File: config.mk
export PLATFORM = sky130hd
export DESIGN_NAME = tofcp_regs
export DESIGN_NICKNAME = d
export VERILOG_FILES = /design/src/rtl/tofcp_regs.v /design/src/rtl/tofcp_sync.v
export VERILOG_INCLUDE_DIRS = /design/src /design/src/rtl
export SDC_FILE = /design/constraint.sdc
export NUM_CORES = 1
export LEC_CHECK = 0
export BUFFER_PORTS_ARGS = -buffer_cell sky130_fd_sc_hd__buf_2
export CORE_MARGIN = 2
export CORE_UTILIZATION = 55
export CTS_CLUSTER_DIAMETER = 30
export DETAILED_ROUTE_END_ITERATION = 10
export HOLD_SLACK_MARGIN = 0.03
export PLACE_DENSITY = 0.75
export SYNTH_ARGS = -nofsm -noshare
export SYNTH_HDL_FRONTEND = slang
export SYNTH_SLANG_ARGS = --single-unit
File: constraint.sdc
create_clock -name clock -period 4.6 [get_ports clock]
set_clock_uncertainty 0.1 [all_clocks]
set_input_delay 0.92 -clock clock [delete_from_list [all_inputs] [get_ports clock]]
set_output_delay 0.92 -clock clock [all_outputs]
set_load 0.005 [all_outputs]
File: src/rtl/tofcp_defines.vh
/*
 * Constants for the time-of-flight imager control-page register bank:
 * register offsets, field positions, reset values and the serial address prefix.
 * Assumes it is included by its bare name from the design files under rtl/.
 */
`ifndef TOFCP_DEFINES_VH
`define TOFCP_DEFINES_VH

// ==========================================================================
// Register offsets
`define TOFCP_ADDR_FAMILY     8'h00
`define TOFCP_ADDR_REVISION   8'h01
`define TOFCP_ADDR_NVM_ADDR   8'h11
`define TOFCP_ADDR_NVM_DATA   8'h12
`define TOFCP_ADDR_STRAP      8'h20
`define TOFCP_ADDR_F1_SEL     8'h22
`define TOFCP_ADDR_F1_MOD     8'h24

// ==========================================================================
// Field positions and masks
`define TOFCP_STRAP_LOW_BIT   5
`define TOFCP_STRAP_HIGH_BIT  6
`define TOFCP_F1_SEL_WMASK    8'h3f

// ==========================================================================
// Reset and default values
`define TOFCP_NVM_RESET       8'h00
`define TOFCP_STRAP_RESET     8'h00
`define TOFCP_F1_SEL_RESET    8'h30
`define TOFCP_F1_MOD_RESET    8'h00

// ==========================================================================
// Serial device address: fixed upper five bits, two strap bits below them
`define TOFCP_DEV_PREFIX      5'h08

`endif

File: src/rtl/tofcp_regs.v
/*
 * Control-page register bank of a time-of-flight imager, reached over a
 * serial two-wire slave port: identification, indirect EEPROM access,
 * strap scan and the first-frame sample and modulation registers.
 * Assumes one 10 MHz clock, a synchronous active-high reset held for at
 * least four clocks, and frame signals from logic on the same clock.
 */
`timescale 1ns/100ps
`include "tofcp_defines.vh"
module tofcp_regs #(
	parameter [7:0] FAMILY_ID   = 8'h5a,	// Arbitrary value.
	parameter [7:0] REVISION_ID = 8'h01	// Arbitrary value.
) (
	input  wire       clock,	// System clock.
	input  wire       rst,	// Synchronous reset, active high.
	input  wire       scl_in,	// Serial clock pin level.
	input  wire       sda_in,	// Serial data pin level.
	output reg        sda_out,	// Serial data drive value, always low.
	output reg        sda_oe,	// High while pulling serial data low.
	input  wire       address_strap_low,	// Low address strap pin.
	input  wire       address_strap_high,	// High address strap pin.
	input  wire       frame_active,	// High while a frame is acquired.
	input  wire       frame_start,	// Pulse at the start of a frame.
	input  wire       program_loaded,	// Pulse when the sequencer program is in.
	input  wire       nvm_load,	// Pulse: EEPROM read byte is ready.
	input  wire [7:0] nvm_load_data,	// EEPROM read byte.
	output reg  [7:0] nvm_address,	// Indirect EEPROM location.
	output reg  [7:0] nvm_data,	// Indirect EEPROM data byte.
	output reg        nvm_data_written,	// Pulse after a host write of the data byte.
	output wire [1:0] correlation_sample_first,	// Sample for the first pair.
	output wire [1:0] correlation_sample_second,	// Sample for the second pair.
	output wire [1:0] background_suppression,	// Suppression code in use.
	output reg  [7:0] modulation_control,	// Modulation control in use.
	output reg        defaults_valid	// High once the defaults hold.
);
	// ======================================================================
	// Serial engine states
	localparam [2:0] ST_IDLE  = 3'h0;
	localparam [2:0] ST_ADDR  = 3'h1;
	localparam [2:0] ST_REG   = 3'h2;
	localparam [2:0] ST_WDATA = 3'h3;
	localparam [2:0] ST_ACK   = 3'h4;
	localparam [2:0] ST_RDATA = 3'h5;
	localparam [2:0] ST_RACK  = 3'h6;

	wire       scl_s;
	wire       sda_s;
	wire       strap_low_s;
	wire       strap_high_s;
	reg        scl_q;
	reg        sda_q;
	reg  [2:0] state;
	reg  [2:0] ack_next;
	reg  [3:0] bitcnt;
	reg  [7:0] shift;
	reg  [7:0] tx;
	reg  [7:0] pointer;
	reg        nack;
	reg        wr_en;
	reg  [7:0] wr_addr;
	reg  [7:0] wr_data;
	reg        rst_q;
	reg  [7:0] strap_scan;
	reg  [7:0] sel_host;
	reg  [7:0] mod_host;
	reg  [7:0] sel_act;
	reg  [7:0] next_sel;
	reg  [7:0] next_mod;
	wire [7:0] rd_now;
	wire [6:0] dev_addr;
	wire       start;
	wire       stop;
	wire       scl_rise;
	wire       scl_fall;

	// ======================================================================
	// Pin synchronisers
	tofcp_sync #(
		.WIDTH(4)
	) u_sync (
		.clock(clock),
		.din  ({address_strap_high, address_strap_low, sda_in, scl_in}),
		.dout ({strap_high_s, strap_low_s, sda_s, scl_s})
	);

	// Bus events, seen on the filtered levels only.
	assign start    = scl_s & scl_q & sda_q & ~sda_s;
	assign stop     = scl_s & scl_q & ~sda_q & sda_s;
	assign scl_rise = scl_s & ~scl_q;
	assign scl_fall = ~scl_s & scl_q;
	assign dev_addr = {`TOFCP_DEV_PREFIX, strap_scan[`TOFCP_STRAP_HIGH_BIT],
		strap_scan[`TOFCP_STRAP_LOW_BIT]};

	// ======================================================================
	// Read decode
	// Unlisted addresses read zero, so a stray read never shows stale state.
	function [7:0] rd_mux;
		input [7:0] a;
		begin
			case (a)
				`TOFCP_ADDR_FAMILY:   rd_mux = FAMILY_ID;
				`TOFCP_ADDR_REVISION: rd_mux = REVISION_ID;
				`TOFCP_ADDR_NVM_ADDR: rd_mux = nvm_address;
				`TOFCP_ADDR_NVM_DATA: rd_mux = nvm_data;
				`TOFCP_ADDR_STRAP:    rd_mux = strap_scan;
				`TOFCP_ADDR_F1_SEL:   rd_mux = sel_host;
				`TOFCP_ADDR_F1_MOD:   rd_mux = mod_host;
				default:              rd_mux = 8'h00;
			endcase
		end
	endfunction

	assign rd_now = rd_mux(pointer);

	// ======================================================================
	// Serial slave engine
	// Data is changed only on a falling clock edge, so the master never
	// sees the line move while its clock is high.
	always @(posedge clock) begin
		scl_q <= scl_s;
		sda_q <= sda_s;
		if (rst) begin
			state    <= ST_IDLE;
			ack_next <= ST_IDLE;
			bitcnt   <= 4'h0;
			shift    <= 8'h00;
			tx       <= 8'h00;
			pointer  <= 8'h00;
			nack     <= 1'b0;
			wr_en    <= 1'b0;
			wr_addr  <= 8'h00;
			wr_data  <= 8'h00;
			sda_out  <= 1'b0;
			sda_oe   <= 1'b0;
		end else begin
			wr_en <= 1'b0;
			if (start) begin
				state  <= ST_ADDR;
				bitcnt <= 4'h0;
				sda_oe <= 1'b0;
			end else if (stop) begin
				state  <= ST_IDLE;
				sda_oe <= 1'b0;
			end else if (scl_rise) begin
				if (state == ST_ADDR || state == ST_REG || state == ST_WDATA) begin
					shift  <= {shift[6:0], sda_s};
					bitcnt <= bitcnt + 4'h1;
				end else if (state == ST_RACK) begin
					nack <= sda_s;
				end
			end else if (scl_fall) begin
				case (state)
					ST_ADDR: begin
						if (bitcnt == 4'h8) begin
							if (shift[7:1] == dev_addr) begin
								sda_oe   <= 1'b1;
								state    <= ST_ACK;
								ack_next <= shift[0] ? ST_RDATA : ST_REG;
							end else begin
								state <= ST_IDLE;
							end
						end
					end
					ST_REG: begin
						if (bitcnt == 4'h8) begin
							pointer  <= shift;
							sda_oe   <= 1'b1;
							state    <= ST_ACK;
							ack_next <= ST_WDATA;
						end
					end
					ST_WDATA: begin
						if (bitcnt == 4'h8) begin
							wr_en    <= 1'b1;
							wr_addr  <= pointer;
							wr_data  <= shift;
							pointer  <= pointer + 8'h01;
							sda_oe   <= 1'b1;
							state    <= ST_ACK;
							ack_next <= ST_WDATA;
						end
					end
					ST_ACK: begin
						bitcnt <= 4'h0;
						state  <= ack_next;
						sda_oe <= 1'b0;
						if (ack_next == ST_RDATA) begin
							sda_oe  <= ~rd_now[7];
							tx      <= {rd_now[6:0], 1'b0};
							pointer <= pointer + 8'h01;
							bitcnt  <= 4'h1;
						end
					end
					ST_RDATA: begin
						if (bitcnt == 4'h8) begin
							sda_oe <= 1'b0;
							state  <= ST_RACK;
						end else begin
							sda_oe <= ~tx[7];
							tx     <= {tx[6:0], 1'b0};
							bitcnt <= bitcnt + 4'h1;
						end
					end
					ST_RACK: begin
						if (nack) begin
							state <= ST_IDLE;
						end else begin
							sda_oe  <= ~rd_now[7];
							tx      <= {rd_now[6:0], 1'b0};
							pointer <= pointer + 8'h01;
							bitcnt  <= 4'h1;
							state   <= ST_RDATA;
						end
					end
					default: begin
						state <= ST_IDLE;
					end
				endcase
			end
		end
	end

	// ======================================================================
	// Next host copies of the shadowed registers
	// Writes to the identification codes and reserved addresses fall
	// through here untouched, so they can never corrupt the bank.
	always @* begin
		next_sel = sel_host;
		next_mod = mod_host;
		if (program_loaded) begin
			next_sel = `TOFCP_F1_SEL_RESET;
			next_mod = `TOFCP_F1_MOD_RESET;
		end else if (wr_en) begin
			if (wr_addr == `TOFCP_ADDR_F1_SEL) begin
				next_sel = wr_data & `TOFCP_F1_SEL_WMASK;
			end
			if (wr_addr == `TOFCP_ADDR_F1_MOD) begin
				next_mod = wr_data;
			end
		end
	end

	// ======================================================================
	// Register storage
	// Only documented locations hold state, so a reset returns everything,
	// reserved space included, to factory contents.
	always @(posedge clock) begin
		rst_q <= rst;
		if (rst) begin
			nvm_address        <= `TOFCP_NVM_RESET;
			nvm_data           <= `TOFCP_NVM_RESET;
			nvm_data_written   <= 1'b0;
			strap_scan         <= `TOFCP_STRAP_RESET;
			sel_host           <= `TOFCP_F1_SEL_RESET;
			mod_host           <= `TOFCP_F1_MOD_RESET;
			sel_act            <= `TOFCP_F1_SEL_RESET;
			modulation_control <= `TOFCP_F1_MOD_RESET;
			defaults_valid     <= 1'b0;
		end else begin
			nvm_data_written <= 1'b0;
			// Straps are caught once, on the first clock after release.
			if (rst_q) begin
				strap_scan <= {1'b0, strap_high_s, strap_low_s, 5'h00};
			end
			if (program_loaded) begin
				defaults_valid <= 1'b1;
			end
			if (wr_en && !program_loaded) begin
				if (wr_addr == `TOFCP_ADDR_NVM_ADDR) begin
					nvm_address <= wr_data;
				end
				if (wr_addr == `TOFCP_ADDR_NVM_DATA) begin
					nvm_data         <= wr_data;
					nvm_data_written <= 1'b1;
				end
			end
			// An EEPROM byte arriving with a host write wins the cycle.
			if (nvm_load) begin
				nvm_data <= nvm_load_data;
			end
			sel_host <= next_sel;
			mod_host <= next_mod;
			// Active copies move only between frames or as one begins.
			if (!frame_active || frame_start) begin
				sel_act            <= next_sel;
				modulation_control <= next_mod;
			end
		end
	end

	// ======================================================================
	// Field outputs of the active selection register
	assign correlation_sample_first  = sel_act[1:0];
	assign correlation_sample_second = sel_act[3:2];
	assign background_suppression    = sel_act[5:4];
endmodule

File: src/rtl/tofcp_sync.v
/*
 * Pin input synchroniser: three chain flip-flops per bit, and the registered output follows
 * a bit only once the second and third stages agree.
 * Assumes asynchronous inputs and one clock; it carries no reset on purpose.
 */
`timescale 1ns/100ps
module tofcp_sync #(
	parameter WIDTH = 1
) (
	input  wire             clock,	// System clock.
	input  wire [WIDTH-1:0] din,	// Asynchronous pin levels.
	output reg  [WIDTH-1:0] dout	// Filtered synchronous levels.
);
	reg [WIDTH-1:0] stage1;
	reg [WIDTH-1:0] stage2;
	reg [WIDTH-1:0] stage3;

	// ======================================================================
	// Chain and agreement filter
	// Running free through reset lets the straps settle before release.
	always @(posedge clock) begin
		stage1 <= din;
		stage2 <= stage1;
		stage3 <= stage2;
		dout   <= (stage2 & stage3) | (dout & (stage2 | stage3));
	end
endmodule

==> impl_metrics.xml, run 1 <==
<?xml version="1.0" encoding="UTF-8"?>
<metrics>
  <group name="timing">
    <metric name="rsz_0062_raised_after_global_routing" unit="">no</metric>
    <metric name="final.setup.worst_slack" unit="ps">2038</metric>
    <metric name="finalHoldViolations" unit="">0</metric>
    <metric name="timing_max_transition_violations_final" unit="">0</metric>
    <metric name="finalSetupTns" unit="ps">0</metric>
    <metric name="relative_slew_margins" unit="%">34.56</metric>
    <metric name="setup_violations" unit="">0</metric>
    <metric name="fmax" unit="MHz">390.3</metric>
    <metric name="tightestPinTransition" unit="ps">979.4</metric>
    <metric name="holdWs" unit="ps">220.9</metric>
    <metric name="min_period_over_period" unit="%">55.70</metric>
    <metric name="post-route-min-period" unit="ps">2562</metric>
  </group>
  <group name="grt">
    <metric name="m1_gr_usage" unit="%">36.77</metric>
    <metric name="grt_pass1_vias" unit="">4095</metric>
    <metric name="global_route.peak_usage_layer" unit="">met2</metric>
    <metric name="largest_net_degree_at_the_start_of_global_routing" unit="">44</metric>
    <metric name="met3_usage" unit="%">6.224</metric>
    <metric name="grt_use_total" unit="%">25.78</metric>
    <metric name="antenna_found_initial" unit="">0</metric>
    <metric name="global_route_wire_length_before_repair" unit="um">20760</metric>
    <metric name="grt_overflow_total" unit="">0</metric>
    <metric name="global_route.usage.met2" unit="%">37.80</metric>
  </group>
  <group name="critical_path">
    <metric name="crit_fanout" unit="">18</metric>
    <metric name="cp-start-kind" unit="">register</metric>
    <metric name="timing.critical_path.arrival" unit="ps">2910</metric>
    <metric name="required_time_of_the_critical_path" unit="ps">4950</metric>
    <metric name="critPathKind" unit="">reg -&gt; reg</metric>
    <metric name="end_kind" unit="">register</metric>
  </group>
  <group name="floorplanning">
    <metric name="height_of_the_die" unit="um">102.0</metric>
    <metric name="floorplan.initialDensity" unit="%">56.89</metric>
    <metric name="floorplan.die_area" unit="um2">10400</metric>
    <metric name="core_area" unit="um2">9284</metric>
    <metric name="chipWidth" unit="um">102.0</metric>
    <metric name="boundaryPins" unit="">52</metric>
    <metric name="fp-row-count" unit="">35</metric>
  </group>
  <group name="clock_tree">
    <metric name="cts-root-buf" unit="">sky130_fd_sc_hd__clkbuf_8</metric>
    <metric name="cts.hold.buffers_added" unit="">0</metric>
    <metric name="clkSlewWorstSetupHoldPaths" unit="ps">70</metric>
    <metric name="tritoncts_num_sinks" unit="">119</metric>
    <metric name="tritoncts.num_buffers" unit="">17</metric>
    <metric name="postCtsSetupRepairBufs" unit="">0</metric>
    <metric name="cts.path.max_buffers" unit="">2</metric>
    <metric name="insertion_delay" unit="ps">520</metric>
    <metric name="tritoncts_clock_tree" unit="">yes</metric>
    <metric name="ctsHtreeMaxLevel" unit="">4</metric>
    <metric name="post_cts_resize_count" unit="">0</metric>
  </group>
  <group name="drt">
    <metric name="drc" unit="">0</metric>
    <metric name="drtPass1Iterations" unit="">5</metric>
    <metric name="drt-vias-per-instance" unit="">5.912</metric>
    <metric name="finalWirelength" unit="um">12660</metric>
    <metric name="drtIter0Drc" unit="">323</metric>
    <metric name="wire_per_inst" unit="um">16.82</metric>
    <metric name="via_count" unit="">4452</metric>
    <metric name="drtAntennaViolNets" unit="">0</metric>
  </group>
  <group name="status">
    <metric name="status" unit="">completed</metric>
  </group>
  <group name="synth">
    <metric name="syn-instance-count" unit="">579</metric>
    <metric name="synth_largest_area_cell" unit="">sky130_fd_sc_hd__dfxtp_1</metric>
    <metric name="yosysWarnings" unit="">0</metric>
    <metric name="asyncSetResetFlopFracSynth" unit="%">0</metric>
    <metric name="ys_seq_area_share" unit="%">45.11</metric>
    <metric name="postSynthAreaPerCell" unit="um2">9.121</metric>
    <metric name="synth.lib_cells_used.distinct" unit="">59</metric>
    <metric name="main_area_contributors_after_synthesis" unit="">sky130_fd_sc_hd__dfxtp_1, sky130_fd_sc_hd__mux2i_1, sky130_fd_sc_hd__nor2_1, sky130_fd_sc_hd__ha_1, sky130_fd_sc_hd__clkbuf_1</metric>
    <metric name="synth_fp_nets" unit="">607</metric>
    <metric name="syn-cell-area" unit="um2">5281</metric>
    <metric name="synth_flop_cell" unit="">sky130_fd_sc_hd__dfxtp_1</metric>
    <metric name="yosysTopAreaCellShare" unit="%">45.11</metric>
    <metric name="synth_seq_cells" unit="">119</metric>
    <metric name="synth_edf_count" unit="">0</metric>
  </group>
  <group name="placement">
    <metric name="io_buffers" unit="">50</metric>
    <metric name="post-place-ws" unit="ps">2023</metric>
    <metric name="gp_routability_congestion" unit="">0.9361</metric>
    <metric name="dp_hpwl" unit="um">8657</metric>
  </group>
  <group name="layout">
    <metric name="area.growth.synth_to_final" unit="%">16.18</metric>
    <metric name="nFillCells" unit="">751</metric>
    <metric name="layout.nets" unit="">639</metric>
    <metric name="diodes" unit="">0</metric>
    <metric name="layout.cells.most_common_list" unit="">sky130_fd_sc_hd__dfxtp_1, sky130_fd_sc_hd__nor2_1, sky130_fd_sc_hd__mux2i_1</metric>
    <metric name="post_route_cells_drive_above_1_share" unit="%">16.03</metric>
    <metric name="mostFrequentLayoutCell" unit="">sky130_fd_sc_hd__dfxtp_1</metric>
  </group>
  <group name="pwr">
    <metric name="ir_worst_vdd" unit="uV">243.9</metric>
    <metric name="power.density" unit="nW/um2">410.4</metric>
    <metric name="p_leak" unit="nW">2.548</metric>
    <metric name="fin_total_pwr" unit="W">0.002518</metric>
  </group>
  <group name="worst_hold_path">
    <metric name="worstHoldPathType" unit="">reg -&gt; reg</metric>
  </group>
  <group name="run">
    <metric name="max_cap_viol_count" unit="">0</metric>
  </group>
</metrics>
## cell families (layout without fill, tap and decap cells)
logic type / after synthesis / after routing / synth area share [%]
DFF: 119 / 119 / 45.11
adders and majority gates: 14 / 14 / 3.127
and+or+nand+nor: 210 / 210 / 19.73
buffers and inverters: 53 / 98 / 3.980
muxes: 60 / 60 / 11.42
xor gates and xnor gates: 4 / 4 / 0.6633
other: 1 / 1 / 0.07101
AOI/OAI and AO/OA: 118 / 118 / 15.90
## path summary, 6_finish.rpt
check	slack, ps	endpoint	cells after the start	startpoint
worst max-delay path	2040	pointer[0]	5	state[2]
worst min-delay path	220	u_sync.stage2[0]	0	u_sync.stage1[0]
worst max register to register	2040	pointer[0]	5	state[2]
worst min register to register	220	u_sync.stage2[0]	0	u_sync.stage1[0]
## cells in the mapped netlist, types with 4 or more instances
library cell and number:
sky130_fd_sc_hd__clkbuf_1 33, sky130_fd_sc_hd__maj3_1 4, sky130_fd_sc_hd__and3_1 7, sky130_fd_sc_hd__nor3_1 6, sky130_fd_sc_hd__mux2i_1 58, sky130_fd_sc_hd__ha_1 10, sky130_fd_sc_hd__nand3_1 8, sky130_fd_sc_hd__nand3b_1 4
sky130_fd_sc_hd__a21oi_1 19, sky130_fd_sc_hd__a22oi_1 9, sky130_fd_sc_hd__or2_2 5, sky130_fd_sc_hd__a31oi_1 7, sky130_fd_sc_hd__nand2b_1 9, sky130_fd_sc_hd__a211oi_1 11, sky130_fd_sc_hd__xor2_1 4, sky130_fd_sc_hd__nor2_1 102
sky130_fd_sc_hd__a2bb2oi_1 12, sky130_fd_sc_hd__o31ai_1 5, sky130_fd_sc_hd__nand2_1 28, sky130_fd_sc_hd__inv_1 12, sky130_fd_sc_hd__nor3b_1 5, sky130_fd_sc_hd__o21ai_0 20, sky130_fd_sc_hd__nor2b_1 12, sky130_fd_sc_hd__a311oi_1 6
sky130_fd_sc_hd__nor4b_1 4, sky130_fd_sc_hd__dfxtp_1 119
## worst max-delay path: stages, from the launching register on
cell,delay (ps)
sky130_fd_sc_hd__dfxtp_1,660
sky130_fd_sc_hd__nor2b_1,320
sky130_fd_sc_hd__a21oi_1,130
sky130_fd_sc_hd__nand4b_1,590
sky130_fd_sc_hd__or3_1,530
sky130_fd_sc_hd__a31oi_1,160
## area by class of cell
| cell class | count | area, um2 | share of cell area [%] |
|---|---|---|---|
| multi-input combinational | 407 | 2694 | 43.90 |
| inverter | 12 | 45.04 | 0.7341 |
| sequential | 119 | 2382 | 38.83 |
| clock inverter | 14 | 145.1 | 2.365 |
| timing repair buffer | 54 | 280.3 | 4.568 |
| clock buffer | 18 | 427.9 | 6.974 |
| tap | 129 | 161.4 | 2.631 |
## sequential cells by signal, summed over array words and instances (netlist names), 8 cells and up
signal and cells:
nvm_address 8, pointer 8, mod_host 8, modulation_control 8, wr_addr 8, wr_data 8, nvm_data 8, shift 8
## metal layers
layer | routed length, um | up-vias
met3 | 868 | 25
met4 | 270 | 0
li1 | - | 2127
met2 | 5713 | 179
met1 | 5811 | 2121
met5 | 0 | -
## power by group
group	total, W	leakage (nW)	switching (W)	internal (W)
sequential	0.00109	0.969	0.0000316	0.00106
clock	0.00129	0.287	0.000533	0.000754
combinational	0.000144	1.29	0.0000859	0.0000578
## through the flow
stage	utilization (%)	instance area (um2)	std cells
global route	66.09	6136	753
detailed placement	59.92	5563	721
floorplan	-	5281	579
finish	66.09	6136	753
global placement	59.92	5563	721
CTS	66.09	6136	753
Note: power is estimated with default switching activity, not from simulation.
==> run 2: changes to the inputs <==
- clock period: 4.6 -> 2.6 ns (I/O delays scaled with it)
==> impl_metrics.xml, run 2 (synthesized netlist as in run 1, its figures left out) <==
<?xml version="1.0" encoding="UTF-8"?>
<metrics>
  <group name="status">
    <metric name="status" unit="">completed</metric>
  </group>
  <group name="clock_tree">
    <metric name="insertion_delay" unit="ps">510</metric>
    <metric name="tritoncts.num_buffers" unit="">17</metric>
    <metric name="ctsHtreeMaxLevel" unit="">4</metric>
    <metric name="tritoncts_clock_tree" unit="">yes</metric>
    <metric name="tritoncts_num_sinks" unit="">119</metric>
    <metric name="cts-root-buf" unit="">sky130_fd_sc_hd__clkbuf_8</metric>
    <metric name="clkSlewWorstSetupHoldPaths" unit="ps">60</metric>
    <metric name="cts.path.max_buffers" unit="">2</metric>
    <metric name="post_cts_resize_count" unit="">0</metric>
  </group>
  <group name="floorplanning">
    <metric name="fp-row-count" unit="">35</metric>
    <metric name="boundaryPins" unit="">52</metric>
    <metric name="core_area" unit="um2">9284</metric>
    <metric name="chipWidth" unit="um">102.0</metric>
    <metric name="floorplan.initialDensity" unit="%">56.89</metric>
    <metric name="floorplan.die_area" unit="um2">10400</metric>
    <metric name="height_of_the_die" unit="um">102.0</metric>
  </group>
  <group name="pwr">
    <metric name="pwr-share-seq" unit="%">41.7</metric>
    <metric name="fin_total_pwr" unit="W">0.004602</metric>
    <metric name="combPwrFrac" unit="%">6.1</metric>
    <metric name="power.density" unit="nW/um2">728.2</metric>
    <metric name="p_leak" unit="nW">2.639</metric>
    <metric name="power_report.internal_total" unit="W">0.003473</metric>
    <metric name="power.net_switching" unit="W">0.001130</metric>
    <metric name="ir_worst_vdd" unit="uV">558.7</metric>
    <metric name="power.share.switching" unit="%">24.54</metric>
    <metric name="power_frac_clock" unit="%">52.3</metric>
  </group>
  <group name="grt">
    <metric name="antenna_found_initial" unit="">0</metric>
    <metric name="global_route.usage.met2" unit="%">44.84</metric>
    <metric name="grt_overflow_total" unit="">0</metric>
    <metric name="global_route_wire_length_before_repair" unit="um">22120</metric>
    <metric name="global_route.peak_usage_layer" unit="">met2</metric>
    <metric name="grt_use_total" unit="%">27.33</metric>
    <metric name="grt_pass1_vias" unit="">4393</metric>
    <metric name="m1_gr_usage" unit="%">36.64</metric>
    <metric name="met3_usage" unit="%">4.514</metric>
    <metric name="largest_net_degree_at_the_start_of_global_routing" unit="">42</metric>
  </group>
  <group name="drt">
    <metric name="via_count" unit="">4539</metric>
    <metric name="wire_per_inst" unit="um">17.44</metric>
    <metric name="drtAntennaViolNets" unit="">0</metric>
    <metric name="drc" unit="">0</metric>
    <metric name="drtIter0Drc" unit="">495</metric>
    <metric name="drt-vias-per-instance" unit="">5.880</metric>
    <metric name="finalWirelength" unit="um">13470</metric>
    <metric name="drtPass1Iterations" unit="">5</metric>
  </group>
  <group name="layout">
    <metric name="nFillCells" unit="">729</metric>
    <metric name="multiInputGateArea" unit="um2">2694</metric>
    <metric name="post_route_cells_drive_above_1_share" unit="%">17.73</metric>
    <metric name="diodes" unit="">0</metric>
    <metric name="register_area" unit="um2">2382</metric>
    <metric name="area.growth.synth_to_final" unit="%">19.66</metric>
    <metric name="layout.cells.most_common_list" unit="">sky130_fd_sc_hd__dfxtp_1, sky130_fd_sc_hd__nor2_1, sky130_fd_sc_hd__mux2i_1</metric>
    <metric name="layout.nets" unit="">658</metric>
    <metric name="mostFrequentLayoutCell" unit="">sky130_fd_sc_hd__dfxtp_1</metric>
  </group>
  <group name="timing">
    <metric name="finalSetupTns" unit="ps">0</metric>
    <metric name="post-route-min-period" unit="ps">2392</metric>
    <metric name="tightestPinTransition" unit="ps">838.0</metric>
    <metric name="relative_slew_margins" unit="%">44.01</metric>
    <metric name="rsz_0062_raised_after_global_routing" unit="">no</metric>
    <metric name="finalHoldViolations" unit="">0</metric>
    <metric name="timing_max_transition_violations_final" unit="">0</metric>
    <metric name="min_period_over_period" unit="%">91.99</metric>
    <metric name="setup_violations" unit="">0</metric>
    <metric name="fmax" unit="MHz">418.1</metric>
    <metric name="final.setup.worst_slack" unit="ps">208.4</metric>
  </group>
  <group name="critical_path">
    <metric name="critPathKind" unit="">reg -&gt; reg</metric>
    <metric name="cp-start-kind" unit="">register</metric>
    <metric name="required_time_of_the_critical_path" unit="ps">2900</metric>
    <metric name="reg2reg_depth" unit="">8</metric>
    <metric name="regToRegEndpoint" unit="">tx[2]</metric>
    <metric name="timing.critical_path.arrival" unit="ps">2690</metric>
    <metric name="crit_fanout" unit="">14</metric>
    <metric name="reg2reg_from" unit="">scl_q</metric>
    <metric name="end_kind" unit="">register</metric>
    <metric name="regToRegSetupSlack" unit="ps">210</metric>
  </group>
  <group name="worst_hold_path">
    <metric name="min_path_cells" unit="">3</metric>
    <metric name="hold_path_end" unit="">nvm_data[2]</metric>
    <metric name="worst_hold_startpoint" unit="">nvm_load_data[2]</metric>
    <metric name="worstHoldPathType" unit="">in -&gt; reg</metric>
  </group>
  <group name="placement">
    <metric name="io_buffers" unit="">50</metric>
    <metric name="post-place-ws" unit="ps">281.8</metric>
    <metric name="gp_routability_congestion" unit="">0.9291</metric>
    <metric name="dp_hpwl" unit="um">9081</metric>
  </group>
  <group name="run">
    <metric name="max_cap_viol_count" unit="">0</metric>
  </group>
</metrics>
run 2: cell types whose count changed in the layout (fill, tap and decap cells not counted), sizes merged:
cell	change
buf	+15
clkinv	+1
clkinvlp	+2
bufinv	+2
dlygate4sd3	+4
inv	-5
run 2: per-stage QoR:
stage / utilization, % / cells / hold slack [ps] / area (um2)
after floorplan: - / 579 / 209.6 / 5281
after global placement: 60.89 / 733 / 213.9 / 5653
after detailed placement: 60.89 / 733 / 216.7 / 5653
after CTS: 67.83 / 769 / 179.9 / 6297
after global routing: 68.07 / 772 / 183.3 / 6320
final: 68.07 / 772 / 189.2 / 6320
run 2: metal layers:
layer	up-vias	wire length, um
li1	2164	-
met1	2164	6017
met2	181	6351
met3	30	800
met4	0	295
met5	-	0
run 2: worst max-delay path by stage:
| stage | cells after the start | startpoint | to |
|---|---|---|---|
| after floorplan | 10 | scl_q | tx[5] |
| after global placement | 7 | bitcnt[0] | pointer[0] |
| after detailed placement | 7 | bitcnt[0] | pointer[0] |
| after CTS | 8 | bitcnt[0] | pointer[2] |
| after global routing | 5 | pointer[2] | tx[5] |
| final | 8 | scl_q | tx[2] |
run 2: repair_timing:
action,in CTS,in global routing
buffers inserted,0,3
hold endpoints to repair,4,0
setup endpoints to repair,0,2
hold buffers,4,0
run 2: area by class of cell:
type                    instances  area share, %
well taps                     129          2.554
clock buffers                  18          6.613
multi-input cells             407          42.63
inverters                      12         0.7127
repair buffers                 73          6.850
clock inverters                14          2.950
flip-flops and latches        119          37.70
run 2: power groups by stage:
| stage | sequential (W) | combinational, W | clock, W |
|---|---|---|---|
| 2_1_floorplan | 0.00193 | 0.000205 | 0 |
| 3_3_place_gp | 0.00195 | 0.000260 | 0 |
| 3_5_place_dp | 0.00196 | 0.000268 | 0 |
| 4_1_cts | 0.00192 | 0.000274 | 0.00242 |
| 5_1_grt | 0.00192 | 0.000308 | 0.00250 |
| 6_report | 0.00192 | 0.000278 | 0.00241 |
run 2: worst max-delay path, stage by stage (launching register included):
cell	delay (ps)
sky130_fd_sc_hd__dfxtp_1	390
sky130_fd_sc_hd__inv_1	60
sky130_fd_sc_hd__ha_1	290
sky130_fd_sc_hd__nor2b_1	240
sky130_fd_sc_hd__buf_4	170
sky130_fd_sc_hd__nand2_1	80
sky130_fd_sc_hd__and4b_1	580
sky130_fd_sc_hd__nor2_1	100
sky130_fd_sc_hd__a311oi_1	280
